$ cat src/nsw_regs.svh
// register offsets, reset values and timing counts of the nibble swap / table read unit
// assumes a 200 MHz sys_clk and AXI4-Lite word addressing
`ifndef NSW_REGS_SVH
`define NSW_REGS_SVH
// -------------------------------------------------------------
// register byte offsets
// -------------------------------------------------------------
`define NSW_OFS_CTRL   8'h00
`define NSW_OFS_POINTER 8'h04
`define NSW_OFS_LATCH  8'h08
`define NSW_OFS_WREG   8'h0c
`define NSW_OFS_BANK   8'h10
`define NSW_OFS_STAT   8'h14
// field positions and reset values
`define NSW_CTRL_EXT   0
`define NSW_STAT_BUSY  0
`define NSW_RST_PTR    21'h000000
`define NSW_RST_BYTE   8'h00
`define NSW_RST_BANK   4'h0
// opcode patterns and addressing limits
`define NSW_OP_SWAP    6'h0e
`define NSW_OP_TREAD   14'h0002
`define NSW_IDX_LIMIT  8'h5f
`define NSW_ACC_SPLIT  8'h60
`define NSW_SFR_PAGE   4'hf
// quarter phases per instruction cycle
`define NSW_QUARTERS   4
`define NSW_RESP_OK    2'h0
`define NSW_RESP_ERR   2'h2
`endif

$ cat src/nsw_pkg.sv
// types shared by the nibble swap / table read unit
// assumes nsw_regs.svh supplies the numeric constants
package nsw_pkg;
  typedef enum logic [1:0] {ST_IDLE, ST_SWAP, ST_TBL1, ST_TBL2} nswPhase_t;
  typedef struct packed {
    logic        awvalid;
    logic [7:0]  awaddr;
    logic        wvalid;
    logic [31:0] wdata;
    logic [3:0]  wstrb;
    logic        bready;
    logic        arvalid;
    logic [7:0]  araddr;
    logic        rready;
  } nswAxiReq_t;
  typedef struct packed {
    logic        awready;
    logic        wready;
    logic        bvalid;
    logic [1:0]  bresp;
    logic        arready;
    logic        rvalid;
    logic [31:0] rdata;
    logic [1:0]  rresp;
  } nswAxiRsp_t;
endpackage : nsw_pkg

$ cat src/nsw_core.sv
// execution unit for the nibble swap and table read instructions
// assumes register file and program memory answer combinationally on sys_clk
//
// Our own choices: the AXI4-Lite register port and the placing of the registers.
`timescale 1ns/10ps
`include "nsw_regs.svh"
module nsw_core
  import nsw_pkg::*;
(
  input  wire logic        sys_clk,
  input  wire logic        rst_n,
  input  wire nswAxiReq_t  axiReq,
  output nswAxiRsp_t       axiRsp,
  input  wire logic [15:0] instrWord,
  input  wire logic        instrValid,
  output logic             instrReady,
  output logic [11:0]      fileAddr,
  output logic             fileRe,
  input  wire logic [7:0]  fileRdata,
  output logic [7:0]       fileWdata,
  output logic             fileWe,
  input  wire logic [11:0] idxBase,
  output logic [19:0]      pmWordAddr,
  output logic             pmRe,
  input  wire logic [15:0] pmRdata,
  output logic [7:0]       wreg,
  output logic             flagWe
);

  // -------------------------------------------------------------
  // state
  // -------------------------------------------------------------
  typedef struct packed {
    nswPhase_t   st;
    logic [1:0]  q;
    logic [7:0]  f;
    logic        d;
    logic        a;
    logic [1:0]  adjCode;
    logic        ext;
    logic [20:0] ptr;
    logic [20:0] rdPtr;
    logic [7:0]  tableLatch;
    logic [7:0]  wreg;
    logic [3:0]  bankSel;
    logic [11:0] fAddr;
    logic        fRe;
    logic [7:0]  fWd;
    logic        fWe;
    logic        pmRe;
    logic [7:0]  src;
    logic [7:0]  res;
    logic        awGot;
    logic [7:0]  awAddr;
    logic        wGot;
    logic [31:0] wData;
    logic [3:0]  wStrb;
    logic        bValid;
    logic [1:0]  bResp;
    logic        rValid;
    logic [31:0] rData;
    logic [1:0]  rResp;
  } nswCore_t;

  nswCore_t s;
  nswCore_t next_s;

  logic       swapAcc;
  logic       tblAcc;
  logic [7:0] swpRef;
  logic [7:0] pmByte;
  logic       busy;

  // byte-lane merge for AXI write strobes
  function automatic logic [31:0] laneMerge(input logic [31:0] old,
                                            input logic [31:0] wd,
                                            input logic [3:0]  strb);
    logic [31:0] r;
    r = old;
    for (int i = 0; i < 4; i++) begin
      if (strb[i]) begin
        r[8*i +: 8] = wd[8*i +: 8];
      end
    end
    return r;
  endfunction : laneMerge

  // -------------------------------------------------------------
  // handshakes and decode
  // -------------------------------------------------------------
  assign busy       = (s.st != ST_IDLE);
  assign instrReady = !busy && (s.q == 2'd0);
  assign swapAcc    = instrReady && instrValid &&
                      (instrWord[15:10] == `NSW_OP_SWAP);
  assign tblAcc     = instrReady && instrValid &&
                      (instrWord[15:2] == `NSW_OP_TREAD);
  assign swpRef     = {fileRdata[3:0], fileRdata[7:4]};
  assign pmByte     = s.rdPtr[0] ? pmRdata[15:8] : pmRdata[7:0];

  // outputs straight from state flops
  assign fileAddr   = s.fAddr;
  assign fileRe     = s.fRe;
  assign fileWdata  = s.fWd;
  assign fileWe     = s.fWe;
  assign pmWordAddr = s.rdPtr[20:1];
  assign pmRe       = s.pmRe;
  assign wreg       = s.wreg;
  // neither instruction has a path to the status flags
  assign flagWe     = 1'b0;

  // AXI channel readies: one write and one read in flight
  always_comb begin
    axiRsp.awready = !s.awGot && !s.bValid;
    axiRsp.wready  = !s.wGot && !s.bValid;
    axiRsp.bvalid  = s.bValid;
    axiRsp.bresp   = s.bResp;
    axiRsp.arready = !s.rValid;
    axiRsp.rvalid  = s.rValid;
    axiRsp.rdata   = s.rData;
    axiRsp.rresp   = s.rResp;
  end

  // -------------------------------------------------------------
  // next state
  // -------------------------------------------------------------
  always_comb begin
    logic [31:0] cur;
    cur    = 32'h0;
    next_s = s;
    next_s.q = s.q + 2'd1;

    // sequencer: quarter phases drive every step
    case (s.st)
      ST_IDLE: begin
        if (swapAcc) begin
          next_s.st = ST_SWAP;
          next_s.f  = instrWord[7:0];
          next_s.d  = instrWord[9];
          next_s.a  = instrWord[8];
          next_s.fRe = 1'b1; // read in Q2
          if (instrWord[8]) begin
            next_s.fAddr = {s.bankSel, instrWord[7:0]};
          end else if (s.ext && instrWord[7:0] <= `NSW_IDX_LIMIT) begin
            next_s.fAddr = idxBase + {4'h0, instrWord[7:0]};
          end else if (instrWord[7:0] < `NSW_ACC_SPLIT) begin
            next_s.fAddr = {4'h0, instrWord[7:0]};
          end else begin
            next_s.fAddr = {`NSW_SFR_PAGE, instrWord[7:0]};
          end
        end else if (tblAcc) begin
          next_s.st = ST_TBL1; // first cycle decodes; its Q4 raises pmRe and applies any pre-increment
          next_s.adjCode = instrWord[1:0];
        end
      end
      ST_SWAP: begin
        case (s.q)
          2'd1: begin
            next_s.src = fileRdata;
            next_s.fRe = 1'b0;
          end
          2'd2: begin
            next_s.res = {s.src[3:0], s.src[7:4]};
            next_s.fWd = {s.src[3:0], s.src[7:4]};
            next_s.fWe = s.d; // write lands on the Q4 edge
          end
          2'd3: begin
            next_s.fWe = 1'b0;
            if (!s.d) begin
              next_s.wreg = s.res;
            end
            next_s.st = ST_IDLE; // done within one cycle
          end
          default: begin
            next_s.fRe = s.fRe;
          end
        endcase
      end
      ST_TBL1: begin
        if (s.q == 2'd3) begin
          next_s.st   = ST_TBL2;
          next_s.pmRe = 1'b1;
          // pre-increment moves the pointer ahead of the read
          if (s.adjCode == 2'd3) begin
            next_s.ptr   = s.ptr + 21'd1;
            next_s.rdPtr = s.ptr + 21'd1;
          end else begin
            next_s.rdPtr = s.ptr;
          end
        end
      end
      ST_TBL2: begin
        case (s.q)
          2'd1: begin
            next_s.src  = pmByte; // program memory read in Q2
            next_s.pmRe = 1'b0;
          end
          2'd3: begin
            next_s.tableLatch = s.src; // latch written in Q4
            next_s.st     = ST_IDLE;
            // post variants adjust after the read, wrapping in 21 bits
            if (s.adjCode == 2'd1) begin
              next_s.ptr = s.ptr + 21'd1;
            end else if (s.adjCode == 2'd2) begin
              next_s.ptr = s.ptr - 21'd1;
            end
          end
          default: begin
            next_s.pmRe = s.pmRe;
          end
        endcase
      end
      default: begin
        next_s.st = ST_IDLE;
      end
    endcase

    // AXI write: address and data may come in either order
    if (axiReq.awvalid && !s.awGot && !s.bValid) begin
      next_s.awGot  = 1'b1;
      next_s.awAddr = axiReq.awaddr;
    end
    if (axiReq.wvalid && !s.wGot && !s.bValid) begin
      next_s.wGot  = 1'b1;
      next_s.wData = axiReq.wdata;
      next_s.wStrb = axiReq.wstrb;
    end
    // commit once both are held; registers the sequencer owns are
    // left alone while busy so an instruction never sees a torn value
    if (s.awGot && s.wGot) begin
      next_s.awGot  = 1'b0;
      next_s.wGot   = 1'b0;
      next_s.bValid = 1'b1;
      next_s.bResp  = `NSW_RESP_OK;
      case ({s.awAddr[7:2], 2'b00})
        `NSW_OFS_CTRL: begin
          cur = laneMerge({31'h0, s.ext}, s.wData, s.wStrb);
          next_s.ext = cur[`NSW_CTRL_EXT];
        end
        `NSW_OFS_POINTER: begin
          cur = laneMerge({11'h0, s.ptr}, s.wData, s.wStrb);
          if (!busy) begin
            next_s.ptr = cur[20:0];
          end
        end
        `NSW_OFS_WREG: begin
          cur = laneMerge({24'h0, s.wreg}, s.wData, s.wStrb);
          if (!busy) begin
            next_s.wreg = cur[7:0];
          end
        end
        `NSW_OFS_BANK: begin
          cur = laneMerge({28'h0, s.bankSel}, s.wData, s.wStrb);
          if (!busy) begin
            next_s.bankSel = cur[3:0];
          end
        end
        `NSW_OFS_LATCH, `NSW_OFS_STAT: begin
          next_s.bResp = `NSW_RESP_OK; // read-only slots: write dropped
        end
        default: begin
          next_s.bResp = `NSW_RESP_ERR;
        end
      endcase
    end
    if (s.bValid && axiReq.bready) begin
      next_s.bValid = 1'b0;
    end

    // AXI read: answer one cycle after the address is taken
    if (s.rValid) begin
      if (axiReq.rready) begin
        next_s.rValid = 1'b0;
      end
    end else if (axiReq.arvalid) begin
      next_s.rValid = 1'b1;
      next_s.rResp  = `NSW_RESP_OK;
      case ({axiReq.araddr[7:2], 2'b00})
        `NSW_OFS_CTRL:   next_s.rData = {31'h0, s.ext};
        `NSW_OFS_POINTER: next_s.rData = {11'h0, s.ptr};
        `NSW_OFS_LATCH:   next_s.rData = {24'h0, s.tableLatch};
        `NSW_OFS_WREG:    next_s.rData = {24'h0, s.wreg};
        `NSW_OFS_BANK:    next_s.rData = {28'h0, s.bankSel};
        `NSW_OFS_STAT:   next_s.rData = {31'h0, busy};
        default: begin
          next_s.rData = 32'h0;
          next_s.rResp = `NSW_RESP_ERR;
        end
      endcase
    end
  end

  // -------------------------------------------------------------
  // state register
  // -------------------------------------------------------------
  always_ff @(posedge sys_clk or negedge rst_n) begin
    if (!rst_n) begin
      s            <= '0;
      s.ptr        <= `NSW_RST_PTR;
      s.tableLatch <= `NSW_RST_BYTE;
      s.wreg       <= `NSW_RST_BYTE;
      s.bankSel    <= `NSW_RST_BANK;
    end else begin
      s <= next_s;
    end
  end
endmodule : nsw_core

$ cat config.mk
export PLATFORM = sky130hd
export DESIGN_NAME = nsw_core
export DESIGN_NICKNAME = d
export VERILOG_FILES = /design/src/nsw_pkg.sv /design/src/nsw_core.sv
export VERILOG_INCLUDE_DIRS = /design/src /design/src/src
export SDC_FILE = /design/constraint.sdc
export NUM_CORES = 1
export LEC_CHECK = 0
export BUFFER_PORTS_ARGS = -buffer_cell sky130_fd_sc_hd__clkbuf_2
export CAP_MARGIN = 10
export CELL_PAD_IN_SITES_DETAIL_PLACEMENT = 0
export CELL_PAD_IN_SITES_GLOBAL_PLACEMENT = 1
export CORE_MARGIN = 4
export CORE_UTILIZATION = 46
export CTS_BUF_LIST = sky130_fd_sc_hd__clkbuf_8
export CTS_CLUSTER_SIZE = 40
export DETAILED_ROUTE_END_ITERATION = 12
export HOLD_SLACK_MARGIN = 0.02
export PLACE_DENSITY_LB_ADDON = 0.08
export SYNTH_ARGS = -nofsm -noshare
export SYNTH_HDL_FRONTEND = slang
export SYNTH_SLANG_ARGS = --single-unit
$ cat constraint.sdc
create_clock -name sys_clk -period 4 [get_ports sys_clk]
set_clock_uncertainty 0.15 [all_clocks]
set_input_delay 0.4 -clock sys_clk [delete_from_list [all_inputs] [get_ports sys_clk]]
set_output_delay 0.4 -clock sys_clk [all_outputs]
set_load 0.02 [all_outputs]
---- Word level (Yosys, flattened, before mapping) ----
Index checks and enable logic that the tools add are counted.
operators by class
  $add $sub $neg .......................... 4
  magnitude comparators ................... 2
  equality and inequality tests ........... 31
  multiplexer cells ....................... 51
  bitwise gates (word level) .............. 3
  reduce and logical (&&, ||, !) cells .... 46
operators with widths
  operator                                                               count
  21-bit two-way mux                                                     7
  21-bit one-hot mux with 6 select lines                                 1
  8-bit two-way mux                                                      10
  12-bit two-way mux                                                     4
  42-bit two-way mux                                                     1
  21-bit one-hot mux with 2 select lines                                 1
  37-bit two-way mux                                                     1
  35-bit two-way mux                                                     1
  6-bit by 2-bit == test with 1-bit output (second input constant)       4
  6-bit by 3-bit == test with 1-bit output (second input constant)       4
  21-bit by 1-bit adder with 21-bit output (second input constant)       1
  21-bit by 1-bit subtractor with 21-bit output (second input constant)  1
  3-bit AND reduction                                                    6
  4-bit != test (second input constant)                                  4
  8-bit one-hot mux with 2 select lines                                  1
  2-bit nonzero test                                                     8
  14-bit by 2-bit == test with 1-bit output (second input constant)      1
  1-bit logical AND                                                      13
  12-bit by 8-bit adder with 12-bit output                               1
  2-bit == test (second input constant)                                  6
  6-bit by 1-bit == test with 1-bit output (second input constant)       2
  6-bit logical NOT                                                      2
  2-bit two-way mux                                                      6
  4-bit two-way mux                                                      3
  other kinds (21)                                                       48
storage, ports and cells
  register bits after elaboration ......... 185
  output and inout port bits .............. 94

---- Logic depth before layout (Yosys ltp) ----
  depth in word-level cells ............... 8
  depth in mapped cells ................... 9
  depth with buffers taken out ............ 9

---- Least setup slack after synthesis ----
Ideal clock, no wire load.
  path type ............................... register to register
  start ................................... reg s[177] in the netlist's numbering
  end ..................................... reg s[184] in the netlist's numbering
  arrival ................................. 2124 ps
  required time ........................... 3726 ps
  setup slack ............................. 1602 ps
  cell stages (with the launch flop) ...... 8
  buffers on the path ..................... 1
  period minus slack after synthesis ...... 2398 ps
  path through ............................ dfrtp_1 buf_6 or4_4 or3_4 nor4_2 a41oi_1 and3_1 a211o_1
between the ends
  cells in the longest elaborated chain, start to end .. 8
  elaborated cells between the ends (all ways) .. 11
ends and longest elaborated chain
  element                                        RTL line         source
  from (decl)                                    nsw_core.sv:65   nswCore_t s;
  from (signal assigned)                         nsw_core.sv:303  s <= next_s;
  21-bit by 1-bit subtractor with 21-bit output  nsw_core.sv:204  next_s.ptr = s.ptr - 21'd1;
  21-bit two-way mux                             nsw_core.sv:203  end else if (s.adjCode == 2'd2) begin
  21-bit two-way mux                             nsw_core.sv:201  if (s.adjCode == 2'd1) begin
  21-bit two-way mux                             nsw_core.sv:192  case (s.q)
  21-bit one-hot mux with 2 select lines (*)     nsw_core.sv:133  case (s.st)
  21-bit two-way mux                             nsw_core.sv:241  if (!busy) begin
  21-bit two-way mux                             nsw_core.sv:234  case ({s.awAddr[7:2], 2'b00})
  21-bit two-way mux (*)                         nsw_core.sv:229  if (s.awGot && s.wGot) begin
Every way passes the cells marked *; elsewhere a longest branch is shown, timed or not.
A chain may end at the register's enable or synchronous reset.

---- Worst setup path in the final report ----
  start ................................... reg s[166] in the netlist's numbering
  end ..................................... reg s[181] in the netlist's numbering
The elaborated chain is that of the path after synthesis.

==> flow_summary.rst <==
.. list-table::
   :header-rows: 1

   * - Metric
     - Value
   * - Outcome
     - finished clean
   * - Final GP Congestion
     - roughly 0.9
   * - Synthesized cell area
     - 9510 µm²
   * - Total design power
     - between 5 and 6 mW
   * - Peak supply drop
     - 311 µV
   * - Final setup violating endpoints
     - 0
   * - Cell Count, Final, Fillers Out
     - 1435
   * - Unrepaired setup endpoints after global routing
     - no
   * - Worst setup path category
     - flip-flop to flip-flop
   * - I/O Pins
     - between 200 and 250
   * - HP Class
     - primary input to flip-flop
   * - Routed wire length
     - 25800 µm
   * - Most common library cells after synthesis
     - sky130_fd_sc_hd__dfrtp_1, sky130_fd_sc_hd__nand2_1, sky130_fd_sc_hd__o21ai_0, sky130_fd_sc_hd__buf_4, sky130_fd_sc_hd__nor2_1
   * - Ratio of cells with drive above 1 in the final layout
     - 25.1%
   * - Reg-to-Reg Start
     - s[166]
   * - Leakage power total
     - about 4.8 nW
   * - Post-Synthesis Cells
     - ~1100
   * - Global-route wire length before repair
     - 41700 µm
   * - Maximum number of pins on one net before global-route repair
     - 96
   * - Yosys reg bits
     - 158
   * - Count of nets after finishing
     - roughly 1300
   * - Top cells by area in the synthesized netlist
     - sky130_fd_sc_hd__dfrtp_1, sky130_fd_sc_hd__buf_4, sky130_fd_sc_hd__nand2_1, sky130_fd_sc_hd__mux2_2, sky130_fd_sc_hd__o21ai_0
   * - CP max FO
     - 11
   * - Count of cells resized by post-cts repair
     - 0
   * - Residual antenna-violating net count after detailed routing
     - 0
   * - Post-synth cell types
     - 77
   * - Mapped Avg Cell Area
     - roughly 9 µm²
   * - 1st-iter DRT viols
     - ~540
   * - DRC viols
     - 0
   * - Max Clock Freq
     - roughly 0.35 GHz
   * - Detailed Routing Iterations Pass 1
     - 5
   * - Number of global-route vias before repair
     - between 7000 and 8000
   * - Filler Cells Inserted
     - 1996
   * - Standard-cell row count
     - 52
   * - Total grt overflow
     - 0
   * - Relative area change from synthesis to final layout
     - 11.9%
   * - Number of cells traversed by the worst hold path
     - 2
   * - Number of enable flip-flop cells after synthesis
     - 0
   * - Number of clock sinks seen by CTS
     - between 150 and 200
   * - Die Footprint
     - 23000 µm²
   * - Cell with the most instances after synthesis
     - sky130_fd_sc_hd__dfrtp_1
   * - Worst slew pin tran
     - about 0.93 ns
   * - Required time at the worst-slack endpoint
     - roughly 4.2 ns
   * - Fraction of synthesized cell area taken by the top area cell type
     - around two fifths
   * - Core region area
     - 20300 µm²
   * - Placed cells
     - ~1400
   * - Min-Delay Endpoint
     - s[46]
   * - Setup crit end kind
     - flip-flop
   * - Synth Flop Type
     - sky130_fd_sc_hd__dfrtp_1
   * - CTS H-tree depth
     - 4
   * - Data arrival time of the critical path
     - slightly above 3 ns
   * - Vias/cell
     - between 5 and 6
   * - Pwr Density
     - around 550 nW/µm²
   * - Clk Latency, worst-skew pair
     - 0.46 ns
   * - Final-layout setup total negative slack
     - 0 ns
   * - Kind of start point of the critical path
     - flip-flop
   * - Antenna violations before repair
     - 0
   * - Source of the worst hold timing path
     - axiReq[19]
   * - Most area-hungry cell type in the Yosys netlist
     - sky130_fd_sc_hd__dfrtp_1
   * - Initial core utilization
     - 46.8%
   * - Endpoints failing hold
     - 0
   * - CTS tree
     - done
   * - Clock period minus final worst setup slack
     - around 2.8 ns
   * - Proportion of register bits with asynchronous set or reset after synthesis
     - 100%
   * - Worst-path clk slew
     - about 0.090 ns
   * - Total routing usage reported by global routing
     - 23.2%
   * - Total number of yosys warnings
     - 0
   * - Worst reg2reg setup slack
     - about 1.2 ns
   * - Post-DP Area
     - around 10000 µm²
   * - Path depth of the worst reg2reg path
     - 6
   * - # port buffers
     - between 150 and 200
   * - Routed length per instance
     - around 18 µm
   * - Height of the die
     - between 150 and 200 µm
   * - Final standard cell area without fillers
     - roughly 11000 µm²
   * - Max-slew headroom at the worst pin
     - between 30% and 40%
   * - Hpwl dp
     - ~19000 µm
   * - Fin crit share
     - just over 70%
   * - Max-slew violations
     - 0
   * - TritonCTS Buffers
     - 17
   * - Clock Tree Root
     - sky130_fd_sc_hd__clkbuf_8
   * - Number of buffers on the longest clock path
     - 2
   * - Seq/Total Area, Yosys
     - 41.6%
   * - Horizontal die dimension
     - 152 µm
   * - Worst R2R End
     - s[181]
   * - Count of vias placed by the detailed router
     - 7824
   * - Number of diodes
     - 0
   * - Max-cap check violation count
     - 0
## critical path: stages, from the launching register on
cell	delay, ns
sky130_fd_sc_hd__dfrtp_1	0.61
sky130_fd_sc_hd__nand3_1	0.36
sky130_fd_sc_hd__or4_1	0.71
sky130_fd_sc_hd__nor2_1	0.26
sky130_fd_sc_hd__a221oi_1	0.14
sky130_fd_sc_hd__or2_2	0.33
sky130_fd_sc_hd__o221ai_1	0.20
## per-stage QoR
| step | hold slack [ns] | utilization, % | worst slack [ns] |
|---|---|---|---|
| 6_report | 0.0426 | 52.4 | 1.15 |
| 5_1_grt | 0.0217 | 52.4 | 0.998 |
| 4_1_cts | 0.0242 | 52.4 | 1.19 |
| 3_5_place_dp | 0.312 | 49.2 | 1.21 |
| 3_3_place_gp | 0.309 | 49.2 | 1.23 |
| 2_1_floorplan | -0.0456 | - | 1.60 |
## power breakdown
part	switching (mW)	total, mW	leakage [nW]	internal (mW)
registers	0.657	2.77	2.01	2.11
clock network	0.677	1.19	0.197	0.513
logic	1.08	1.94	2.58	0.861
## layout make-up
type                            count  area, µm²  area share (%)
Clock buffer                       17        234            2.20
Clock inverter                     15        151            1.42
Inverter                           16       60.1           0.565
Multi-Input combinational cell    738       4610            43.3
Sequential cell                   158       3950            37.2
Tap cell                          270        338            3.18
Timing Repair Buffer              221       1290            12.2
## routing by layer
metal | track usage [%] | up-vias | part of all wire, %
li1 | - | 3850 | -
met1 | 36.1 | 3664 | 49
met2 | 33.3 | 297 | 43
met3 | 5.44 | 13 | 7.3
met4 | 4.18 | 0 | 0.72
met5 | 0 | - | 0
## sequential cells by signal (all words and copies together), names as in the netlist
signal and flops:
wreg 8, s 90, pmWordAddr 20, fileWe 1, pmRe 1, fileAddr 12, axiRsp 25, fileRe 1
## cell families (layout without fill, tap and decap cells)
family          after synthesis  count (layout)  synth area share, %
xor+xnor                     31              31                 2.86
fa+ha+maj                    15              15                 2.05
mux                          77              77                 8.84
other cells                   1              14               0.0394
simple gates                368             368                 18.6
compound gates              233             233                 15.5
buf+inv                     172             269                 10.5
flops                       158             158                 41.6
## how the worst max path moves through the flow
| stage | slack, ns | depth (start not counted) | startpoint | endpoint |
|---|---|---|---|---|
| floorplan | 1.60 | 7 | s[177] | s[184] |
| global placement | 1.23 | 6 | s[166] | s[181] |
| detailed placement | 1.21 | 6 | s[166] | s[181] |
| CTS | 1.19 | 6 | s[166] | s[181] |
| global route | 1.0 | 6 | s[166] | s[181] |
| finish | 1.15 | 6 | s[166] | s[181] |
## what timing repair did
item                                   4_1_cts  5_1_grt
hold buffers                                27        0
setup buffers                                0        0
endpoints found under the hold margin      118        0
## cell usage in the layout (no fill, tap or decap), types with 8 or more instances in the layout
master                          instances
sky130_fd_sc_hd__o22ai_1               16
sky130_fd_sc_hd__inv_1                 16
sky130_fd_sc_hd__ha_1                  14
sky130_fd_sc_hd__nor2b_1                9
sky130_fd_sc_hd__dlygate4sd3_1         27
sky130_fd_sc_hd__a211oi_1              10
sky130_fd_sc_hd__nor2_1                69
sky130_fd_sc_hd__dfrtp_1              158
sky130_fd_sc_hd__and2_1                 8
sky130_fd_sc_hd__nor4_1                12
sky130_fd_sc_hd__nand3_1               21
sky130_fd_sc_hd__clkbuf_8              17
sky130_fd_sc_hd__conb_1                14
sky130_fd_sc_hd__nand2_1              157
sky130_fd_sc_hd__a22oi_1                8
sky130_fd_sc_hd__a21oi_1               34
sky130_fd_sc_hd__buf_4                 19
sky130_fd_sc_hd__nor3_1                27
sky130_fd_sc_hd__xor2_1                11
sky130_fd_sc_hd__xnor2_1               20
sky130_fd_sc_hd__mux2i_1               30
sky130_fd_sc_hd__mux2_2                46
sky130_fd_sc_hd__clkbuf_2             174
sky130_fd_sc_hd__o21ai_0               93
sky130_fd_sc_hd__and3_1                10
sky130_fd_sc_hd__nand4_1               12
Note: power is estimated with default switching activity, not from simulation.
